[src/core/bod_pkg.sv]
/*
  constants, field positions, opcode codes, register map and carrier types
  for the byte operation instruction decoder.
  assumes a single clock domain and a 32-bit axi4-lite register bus.
*/
package bod_pkg;

  // instruction word layout
  localparam int INSTR_W    = 14;
  localparam int FILE_AW    = 7;
  localparam int DATA_W     = 8;
  localparam int JUMP_W     = 11;
  localparam int DEST_BIT   = 7;
  localparam int OP_HI      = 11;
  localparam int OP_LO      = 8;
  localparam int BITSEL_HI  = 9;
  localparam int BITSEL_LO  = 7;
  localparam int CLS_HI     = 13;
  localparam int CLS_LO     = 12;
  localparam int SUBOP_HI   = 11;
  localparam int SUBOP_LO   = 10;

  // instruction classes in the two top bits
  localparam logic [1:0] CLS_BYTE = 2'h0;
  localparam logic [1:0] CLS_BIT  = 2'h1;
  localparam logic [1:0] CLS_CTRL = 2'h2;
  localparam logic [1:0] CLS_LIT  = 2'h3;

  // byte-oriented operation codes
  localparam logic [3:0] OP_MISC      = 4'h0;
  localparam logic [3:0] OP_CLEAR     = 4'h1;
  localparam logic [3:0] OP_SUBTRACT  = 4'h2;
  localparam logic [3:0] OP_DECREMENT = 4'h3;
  localparam logic [3:0] OP_OR        = 4'h4;
  localparam logic [3:0] OP_AND       = 4'h5;
  localparam logic [3:0] OP_XOR       = 4'h6;
  localparam logic [3:0] OP_ADD       = 4'h7;
  localparam logic [3:0] OP_MOVE      = 4'h8;
  localparam logic [3:0] OP_COMPL     = 4'h9;
  localparam logic [3:0] OP_INCREMENT = 4'ha;
  localparam logic [3:0] OP_DEC_SKIP  = 4'hb;
  localparam logic [3:0] OP_ROT_RIGHT = 4'hc;
  localparam logic [3:0] OP_ROT_LEFT  = 4'hd;
  localparam logic [3:0] OP_SWAP      = 4'he;
  localparam logic [3:0] OP_INC_SKIP  = 4'hf;

  // bit-oriented sub operations
  localparam logic [1:0] BOP_CLEAR     = 2'h0;
  localparam logic [1:0] BOP_SET       = 2'h1;
  localparam logic [1:0] BOP_SKIP_CLR  = 2'h2;

  localparam logic [INSTR_W-1:0] NOP_WORD   = 14'h0000;
  localparam logic [DATA_W-1:0]  ZERO_BYTE  = 8'h00;

  // register map, byte addresses
  localparam int ADDR_W_DEFAULT = 8;
  localparam logic [7:0] REG_CTRL   = 8'h00;
  localparam logic [7:0] REG_STATUS = 8'h04;
  localparam logic [7:0] REG_ACC    = 8'h08;
  localparam logic [7:0] REG_PC     = 8'h0c;
  localparam logic [7:0] REG_INSTR  = 8'h10;
  localparam int CTRL_RUN_BIT   = 0;
  localparam int CTRL_PRESC_BIT = 1;
  localparam int CTRL_W         = 2;
  localparam logic [CTRL_W-1:0] CTRL_RESET = 2'h0;
  localparam logic [1:0] RESP_OKAY   = 2'h0;
  localparam logic [1:0] RESP_SLVERR = 2'h2;

  // instruction cycle phases, gray coded, four clocks per cycle
  typedef enum logic [1:0] {
    PH_Q1 = 2'b00,
    PH_Q2 = 2'b01,
    PH_Q3 = 2'b11,
    PH_Q4 = 2'b10
  } bod_phase_type;

  typedef struct packed {
    logic               rd;
    logic               wr;
    logic [FILE_AW-1:0] addr;
    logic [DATA_W-1:0]  wdata;
  } bod_file_req_type;

  typedef struct packed {
    logic carry;
    logic digit_carry_flag;
    logic zero;
  } bod_flags_type;

endpackage : bod_pkg

[src/core/bod_core.sv]
/*
  instruction decoder and sequencer for a small 8-bit accumulator core,
  with an axi4-lite slave for control and observation.
  assumes program memory answers imem_addr combinationally within a cycle,
  and file memory returns file_rdata on the clock after a read strobe.
*/
`timescale 1ns/10ps
`default_nettype none

module bod_core
  import bod_pkg::*;
#(
  parameter int                 PC_W           = 13,
  parameter int                 ADDR_W         = ADDR_W_DEFAULT,
  parameter logic [FILE_AW-1:0] PORT_FILE_ADDR = 7'h06,
  parameter logic [FILE_AW-1:0] TIMER_ZERO_ADDR = 7'h01
) (
  input  wire logic              aclk,
  input  wire logic              aresetn,
  input  wire logic [ADDR_W-1:0] awaddr,
  input  wire logic              awvalid,
  output logic                   awready,
  input  wire logic [31:0]       wdata,
  input  wire logic [3:0]        wstrb,
  input  wire logic              wvalid,
  output logic                   wready,
  output logic [1:0]             bresp,
  output logic                   bvalid,
  input  wire logic              bready,
  input  wire logic [ADDR_W-1:0] araddr,
  input  wire logic              arvalid,
  output logic                   arready,
  output logic [31:0]            rdata,
  output logic [1:0]             rresp,
  output logic                   rvalid,
  input  wire logic              rready,
  output logic [PC_W-1:0]        imem_addr,
  input  wire logic [INSTR_W-1:0] imem_data,
  output bod_file_req_type       file_req,
  input  wire logic [DATA_W-1:0] file_rdata,
  input  wire logic [DATA_W-1:0] port_pins,
  output logic                   prescaler_clear
);

  // sum with carry out and nibble carry, shared by add and subtract forms
  function automatic logic [DATA_W+1:0] add_dc(input logic [DATA_W-1:0] a,
                                               input logic [DATA_W-1:0] b,
                                               input logic              cin);
    logic [4:0]      lo;
    logic [DATA_W:0] full;
    lo   = {1'b0, a[3:0]} + {1'b0, b[3:0]} + {4'h0, cin};
    full = {1'b0, a} + {1'b0, b} + {8'h00, cin};
    return {full[DATA_W], lo[4], full[DATA_W-1:0]};
  endfunction : add_dc

  // does this word name a file register, so needs a read
  function automatic logic uses_file(input logic [INSTR_W-1:0] w);
    logic [3:0] op;
    op = w[OP_HI:OP_LO];
    if (w[CLS_HI:CLS_LO] == CLS_BIT) begin
      return 1'b1;
    end
    if (w[CLS_HI:CLS_LO] != CLS_BYTE) begin
      return 1'b0;
    end
    // clear-accumulator and no-operation carry no file address
    return !((op == OP_MISC || op == OP_CLEAR) && !w[DEST_BIT]);
  endfunction : uses_file

  bod_phase_type     phase, next_phase;
  logic [INSTR_W-1:0] instr, next_instr;
  logic [PC_W-1:0]   pc, next_pc;
  logic [DATA_W-1:0] acc, next_acc;
  bod_flags_type     flags, next_flags;
  logic              flush, next_flush;
  bod_file_req_type  next_file_req;
  logic              next_prescaler_clear;
  logic [CTRL_W-1:0] ctrl, next_ctrl;

  assign imem_addr = pc;

  // core sequencing: fetch in q1, read in q2, execute and commit in q3
  always_comb begin
    logic [DATA_W-1:0]   src;
    logic [DATA_W-1:0]   res;
    logic [DATA_W+1:0]   sum;
    logic [DATA_W-1:0]   mask;
    logic [DATA_W-1:0]   lit;
    logic [3:0]          op;
    logic                dest;
    logic                wr_f;
    logic                wr_w;
    logic                skip;
    logic                jump;
    bod_flags_type       fl;
    src  = ZERO_BYTE;
    res  = ZERO_BYTE;
    sum  = '0;
    mask = ZERO_BYTE;
    lit  = instr[DATA_W-1:0];
    op   = instr[OP_HI:OP_LO];
    dest = instr[DEST_BIT];
    wr_f = 1'b0;
    wr_w = 1'b0;
    skip = 1'b0;
    jump = 1'b0;
    fl   = flags;
    next_phase           = phase;
    next_instr           = instr;
    next_pc              = pc;
    next_acc             = acc;
    next_flags           = flags;
    next_flush           = flush;
    next_file_req        = '0;
    next_prescaler_clear = 1'b0;
    unique case (phase)
      PH_Q1: begin
        // halting between cycles only, so a stopped core never splits one
        if (ctrl[CTRL_RUN_BIT]) begin
          next_phase = PH_Q2;
          // the word fetched behind a skip or jump is dropped as a nop
          next_instr = flush ? NOP_WORD : imem_data;
          next_flush = 1'b0;
          next_file_req.rd   = uses_file(next_instr);
          next_file_req.addr = next_instr[FILE_AW-1:0];
        end
      end
      PH_Q2: begin
        next_phase = PH_Q3;
      end
      PH_Q3: begin
        next_phase = PH_Q4;
        // port reads see the pins so modify-in-place reflects real levels
        src = (instr[FILE_AW-1:0] == PORT_FILE_ADDR) ? port_pins : file_rdata;
        unique case (instr[CLS_HI:CLS_LO])
          CLS_BYTE: begin
            wr_f = dest;
            wr_w = !dest;
            unique case (op)
              OP_ADD: begin
                sum = add_dc(src, acc, 1'b0);
                res = sum[DATA_W-1:0];
                fl  = '{sum[DATA_W+1], sum[DATA_W], res == ZERO_BYTE};
              end
              OP_SUBTRACT: begin
                // carry reads as not-borrow
                sum = add_dc(src, ~acc, 1'b1);
                res = sum[DATA_W-1:0];
                fl  = '{sum[DATA_W+1], sum[DATA_W], res == ZERO_BYTE};
              end
              OP_AND:       res = src & acc;
              OP_OR:        res = src | acc;
              OP_XOR:       res = src ^ acc;
              OP_COMPL:     res = ~src;
              OP_MOVE:      res = src;
              OP_DECREMENT: res = src - 8'h01;
              OP_INCREMENT: res = src + 8'h01;
              OP_DEC_SKIP: begin
                res  = src - 8'h01;
                skip = (res == ZERO_BYTE);
              end
              OP_INC_SKIP: begin
                res  = src + 8'h01;
                skip = (res == ZERO_BYTE);
              end
              OP_ROT_LEFT: begin
                res      = {src[DATA_W-2:0], flags.carry};
                fl.carry = src[DATA_W-1];
              end
              OP_ROT_RIGHT: begin
                res      = {flags.carry, src[DATA_W-1:1]};
                fl.carry = src[0];
              end
              OP_SWAP:      res = {src[3:0], src[DATA_W-1:4]};
              OP_CLEAR: begin
                res     = ZERO_BYTE;
                fl.zero = 1'b1;
              end
              OP_MISC: begin
                // low bits are don't-care when the store bit is clear
                res  = acc;
                wr_w = 1'b0;
              end
            endcase
            if (op inside {OP_AND, OP_OR, OP_XOR, OP_COMPL, OP_MOVE,
                           OP_DECREMENT, OP_INCREMENT}) begin
              fl.zero = (res == ZERO_BYTE);
            end
          end
          CLS_BIT: begin
            mask = 8'h01 << instr[BITSEL_HI:BITSEL_LO];
            unique case (instr[SUBOP_HI:SUBOP_LO])
              BOP_CLEAR: begin
                res  = src & ~mask;
                wr_f = 1'b1;
              end
              BOP_SET: begin
                res  = src | mask;
                wr_f = 1'b1;
              end
              BOP_SKIP_CLR: skip = ((src & mask) == ZERO_BYTE);
              default:      skip = ((src & mask) != ZERO_BYTE);
            endcase
          end
          CLS_CTRL: begin
            // only the jump form is sequenced; the call form has no stack here
            jump = instr[SUBOP_HI];
          end
          default: begin
            wr_w = 1'b1;
            casez (instr[OP_HI:OP_LO])
              4'b00??: res = lit;
              4'b1000: res = lit | acc;
              4'b1001: res = lit & acc;
              4'b1010: res = lit ^ acc;
              4'b110?: sum = add_dc(lit, ~acc, 1'b1);
              4'b111?: sum = add_dc(lit, acc, 1'b0);
              default: wr_w = 1'b0;
            endcase
            if (instr[OP_HI:OP_LO+2] == 2'b11) begin
              res = sum[DATA_W-1:0];
              fl  = '{sum[DATA_W+1], sum[DATA_W], res == ZERO_BYTE};
            end else if (instr[OP_HI]) begin
              fl.zero = (res == ZERO_BYTE);
            end
          end
        endcase
        if (wr_w) begin
          next_acc = res;
        end
        next_flags            = fl;
        next_file_req.wr      = wr_f;
        next_file_req.addr    = instr[FILE_AW-1:0];
        next_file_req.wdata   = res;
        next_prescaler_clear  = wr_f && (instr[FILE_AW-1:0] == TIMER_ZERO_ADDR)
                                && ctrl[CTRL_PRESC_BIT];
        // the flushed second cycle still steps the counter, so aim one short of the target
        next_pc    = jump ? {pc[PC_W-1:JUMP_W], instr[JUMP_W-1:0]} - PC_W'(1)
                          : pc + PC_W'(1);
        next_flush = skip || jump;
      end
      PH_Q4: begin
        next_phase = PH_Q1;
      end
    endcase
  end

  // core state registers
  always_ff @(posedge aclk) begin
    if (!aresetn) begin
      phase           <= PH_Q1;
      instr           <= NOP_WORD;
      pc              <= '0;
      acc             <= ZERO_BYTE;
      flags           <= '0;
      flush           <= 1'b0;
      file_req        <= '0;
      prescaler_clear <= 1'b0;
    end else begin
      phase           <= next_phase;
      instr           <= next_instr;
      pc              <= next_pc;
      acc             <= next_acc;
      flags           <= next_flags;
      flush           <= next_flush;
      file_req        <= next_file_req;
      prescaler_clear <= next_prescaler_clear;
    end
  end

  logic              aw_have, next_aw_have;
  logic              w_have, next_w_have;
  logic [ADDR_W-1:0] aw_addr, next_aw_addr;
  logic [7:0]        w_byte, next_w_byte;
  logic              w_lane, next_w_lane;
  logic [1:0]        next_bresp;
  logic              next_bvalid;
  logic [31:0]       next_rdata;
  logic [1:0]        next_rresp;
  logic              next_rvalid;

  // address and data may arrive in either order; hold each until both
  assign awready = !aw_have && !bvalid;
  assign wready  = !w_have && !bvalid;
  assign arready = !rvalid;

  // register bus slave
  always_comb begin
    logic [7:0] ra;
    logic [7:0] wa;
    ra = 8'(araddr) & 8'hfc;
    wa = 8'(aw_addr) & 8'hfc;
    next_aw_have = aw_have;
    next_w_have  = w_have;
    next_aw_addr = aw_addr;
    next_w_byte  = w_byte;
    next_w_lane  = w_lane;
    next_bresp   = bresp;
    next_bvalid  = bvalid;
    next_rdata   = rdata;
    next_rresp   = rresp;
    next_rvalid  = rvalid;
    next_ctrl    = ctrl;
    if (awvalid && awready) begin
      next_aw_have = 1'b1;
      next_aw_addr = awaddr;
    end
    if (wvalid && wready) begin
      next_w_have = 1'b1;
      next_w_byte = wdata[7:0];
      next_w_lane = wstrb[0];
    end
    if (aw_have && w_have) begin
      next_aw_have = 1'b0;
      next_w_have  = 1'b0;
      next_bvalid  = 1'b1;
      next_bresp   = (wa == REG_CTRL) ? RESP_OKAY : RESP_SLVERR;
      if (wa == REG_CTRL && w_lane) begin
        next_ctrl = w_byte[CTRL_W-1:0];
      end
    end else if (bvalid && bready) begin
      next_bvalid = 1'b0;
    end
    if (arvalid && arready) begin
      next_rvalid = 1'b1;
      next_rresp  = RESP_OKAY;
      unique case (ra)
        REG_CTRL:   next_rdata = 32'(ctrl);
        REG_STATUS: next_rdata = 32'({phase, flush, flags});
        REG_ACC:    next_rdata = 32'(acc);
        REG_PC:     next_rdata = 32'(pc);
        REG_INSTR:  next_rdata = 32'(instr);
        default: begin
          next_rdata = '0;
          next_rresp = RESP_SLVERR;
        end
      endcase
    end else if (rvalid && rready) begin
      next_rvalid = 1'b0;
    end
  end

  // bus state registers
  always_ff @(posedge aclk) begin
    if (!aresetn) begin
      aw_have <= 1'b0;
      w_have  <= 1'b0;
      aw_addr <= '0;
      w_byte  <= 8'h00;
      w_lane  <= 1'b0;
      bresp   <= RESP_OKAY;
      bvalid  <= 1'b0;
      rdata   <= '0;
      rresp   <= RESP_OKAY;
      rvalid  <= 1'b0;
      ctrl    <= CTRL_RESET;
    end else begin
      aw_have <= next_aw_have;
      w_have  <= next_w_have;
      aw_addr <= next_aw_addr;
      w_byte  <= next_w_byte;
      w_lane  <= next_w_lane;
      bresp   <= next_bresp;
      bvalid  <= next_bvalid;
      rdata   <= next_rdata;
      rresp   <= next_rresp;
      rvalid  <= next_rvalid;
      ctrl    <= next_ctrl;
    end
  end

endmodule : bod_core

`default_nettype wire

[config.mk]
export PLATFORM = sky130hd
export DESIGN_NAME = bod_core
export DESIGN_NICKNAME = d
export VERILOG_FILES = /design/src/core/bod_pkg.sv /design/src/core/bod_core.sv
export SDC_FILE = /design/constraint.sdc
export NUM_CORES = 1
export LEC_CHECK = 0
export BUFFER_PORTS_ARGS = -buffer_cell sky130_fd_sc_hd__buf_2
export CAP_MARGIN = 20
export CORE_ASPECT_RATIO = 0.7
export CORE_MARGIN = 10
export CORE_UTILIZATION = 30
export CTS_CLUSTER_DIAMETER = 30
export DETAILED_ROUTE_END_ITERATION = 8
export PLACE_DENSITY_LB_ADDON = 0.25
export SLEW_MARGIN = 20
export SYNTH_ARGS = -nofsm -noshare
export SYNTH_HDL_FRONTEND = slang
export SYNTH_SLANG_ARGS = --single-unit
[constraint.sdc]
create_clock -name aclk -period 4.15 [get_ports aclk]
set_input_delay 0.83 -clock aclk [delete_from_list [all_inputs] [get_ports aclk]]
set_output_delay 0.83 -clock aclk [all_outputs]
set_load 0.05 [all_outputs]
==> impl_metrics.tcl <==
set metrics [dict create \
    synth-edff-count 0 \
    routed_wl_mm 39.13 \
    via_per_inst 5.785 \
    cts_max_path_buffers 2 \
    dr.pass1.iters 7 \
    ant_nets 0 \
    p_leak_nw 3.975 \
    status "completed" \
    rows 52 \
    slew_violations 0 \
    grt-ovfl-total 0 \
    cap_violations 0 \
    synth_top_cell_by_area "dfxtp_1" \
    port_buffers 103 \
    cts_max_level 3 \
    synth_flop_cell "dfxtp_1" \
    fin_skew_ns 0.01059 \
    powerDensity_mw_per_mm2 218.2 \
    async_reset_ff_frac 0 \
    initial_utilization 0.3026 \
    die_w_um 223.6 \
    hold_path.class "register to register" \
    layout-drive-gt1-share 0.1820 \
    areaGrowthSynthToFinish_pct 17.93 \
    ys_seq_area_frac 0.2070 \
    final-setup-viol-count 0 \
    place_ws_ns 0.05116 \
    relSlewSlack 0.3596 \
    routabilityCongestion 0.9955 \
    grt_pass1_wl_mm 57.55 \
    cts_setup_buffers 0 \
    cts_sinks 90 \
    vdd_drop_max_mv 0.1874 \
    rsz0062_at_grt "false" \
    synth_common_cells "nand2_1, nor2_1, a21oi_1" \
    dieArea_mm2 0.03633 \
    nets 1467 \
    fin_ws_ns 0.2448 \
    grt_max_degree 67 \
    yosys_register_bits 90 \
    die_y_um 162.5 \
    yosys.area.top_type_share 0.2070 \
    first_iter_violations 1238 \
    max_freq_mhz 256.1 \
    num_vias 9852 \
    tritoncts "done" \
    min_period_over_period 0.9410 \
    design.portCount 161 \
    period_needed_ns 3.905 \
    end_kind "register" \
    avgSynthCellArea_um2 7.139 \
    dp_hpwl_mm 30.09 \
    syn_area_mm2 0.008702 \
    cts-root-buf "clkbuf_16" \
    clock_latency_ns 0.36 \
    grtUsageTotal 0.2034 \
    synthTopCellsByArea "dfxtp_1, ha_1, a21oi_1, nand2_1, nor2_1" \
    yosysWarnings 0 \
    core_area_mm2 0.02876 \
    antenna_found_initial 0 \
    syn_inst 1219 \
    cp.arrival_ns 4.19 \
    avgRoutedWirePerCell_um 22.98 \
    drcViolationCount 0 \
    critical_path_class "register to register" \
    worst_slew_pin_slew_ns 0.9606 \
    yosysMostFrequentCell "nand2_1" \
    synthDistinctLibCells 89 \
    cp.required_ns 4.43 \
    numCtsBuffers 9 \
    hold_viol 0 \
    start_kind "register" \
    path_max_fanout 26 \
    grt_pass1_vias 9074 \
    fin_setup_tns_ns 0 \
    path_clk_slew_ns 0.07 \
]
==> worst max-delay path: stages, from the launching register on <==
cell and delay (ns):
dfxtp_1 0.36, or3_4 0.46, nor2_2 0.17, buf_4 0.32, nand2_1 0.17, nand2_1 0.15
ha_1 0.37, a211oi_1 0.09, o41a_1 0.25, o31a_1 0.39, o31a_1 0.29, nand3_1 0.08
a21boi_1 0.08, or4_1 0.51, a21oi_1 0.14
==> kinds of logic after synthesis <==
| kind of cell | synth area share |
|---|---|
| AND/OR/NAND/NOR | 0.2677 |
| AO/OA/AOI/OAI | 0.2812 |
| buffers and inverters | 0.08497 |
| flip-flops | 0.2070 |
| adder cells (fa/ha/maj) | 0.08742 |
| multiplexers | 0.04400 |
| XOR/XNOR | 0.02718 |
| other | 0.0004309 |
==> cell type report <==
cell class                      count  area, um^2
Inverter                           57       214.0
Clock buffer                       12       246.5
Timing Repair Buffer              183        1141
Sequential cell                    90        1804
Tap cell                          378       473.0
Antenna cell                        1       2.502
Fill cell                        3145       18500
Multi-Input combinational cell    978        6306
Clock inverter                      4       75.07
==> what timing repair did <==
| item | CTS | global route |
|---|---|---|
| hold buffers | 0 | 0 |
| setup endpoints to repair | 0 | 5 |
| gates resized for setup | 0 | 14 |
| hold endpoints to repair | 0 | 0 |
==> routing by layer <==
layer	part of all wire	GRT usage
met1	0.48	0.2992
met2	0.39	0.2717
met3	0.12	0.07245
met4	0.012	0.04257
met5	0	0
==> cells in the final DEF, fill, tap and decap left out, types with 21 or more instances in the layout <==
master      n
a21oi_1   107
a211oi_1   30
nor3_1     35
mux2i_1    30
inv_1      52
o21ai_0    63
a31oi_1    21
ha_1       55
buf_4      78
nand2_1   120
dfxtp_1    88
buf_2     103
nand3_1    41
nor2_1    117
xnor2_1    21
==> through the flow <==
stage | total power [mW] | util | hold WS [ns] | cell area (um^2) | std cells
6_report | 2.240 | 0.3569 | 0.4613 | 10260 | 1703
5_1_grt | 2.336 | 0.3568 | 0.4645 | 10260 | 1702
4_1_cts | 2.251 | 0.3542 | 0.4590 | 10190 | 1702
3_5_place_dp | 1.344 | 0.3430 | 0.4486 | 9864 | 1686
3_3_place_gp | 1.342 | 0.3430 | 0.4385 | 9864 | 1686
2_1_floorplan | 1.224 | - | 0.4511 | 8773 | 1238
==> sequential cells by signal, summed over array words and instances (netlist names), 2 cells and up <==
signal and flops:
phase 2, imem_addr 13, file_req 17, aw_addr 6, ctrl 2, instr 14, w_byte 2, flags 3
rdata 14, acc 8
==> power breakdown <==
part           switching [mW]  internal [mW]
Clock                   0.357          0.545
Sequential             0.0212          0.886
Combinational           0.294          0.137
Total                   0.672           1.57
==> final timing paths <==
path | slack, ns | to | depth (start not counted) | start
worst min-delay path | 0.46 | rdata[13] | 2 | rdata[13]
worst max register to register | 0.24 | file_req[7] | 14 | instr[5]
worst min register to register | 0.46 | rdata[13] | 2 | rdata[13]
worst max-delay path | 0.24 | file_req[7] | 14 | instr[5]
Note: power is estimated with default switching activity, not from simulation.
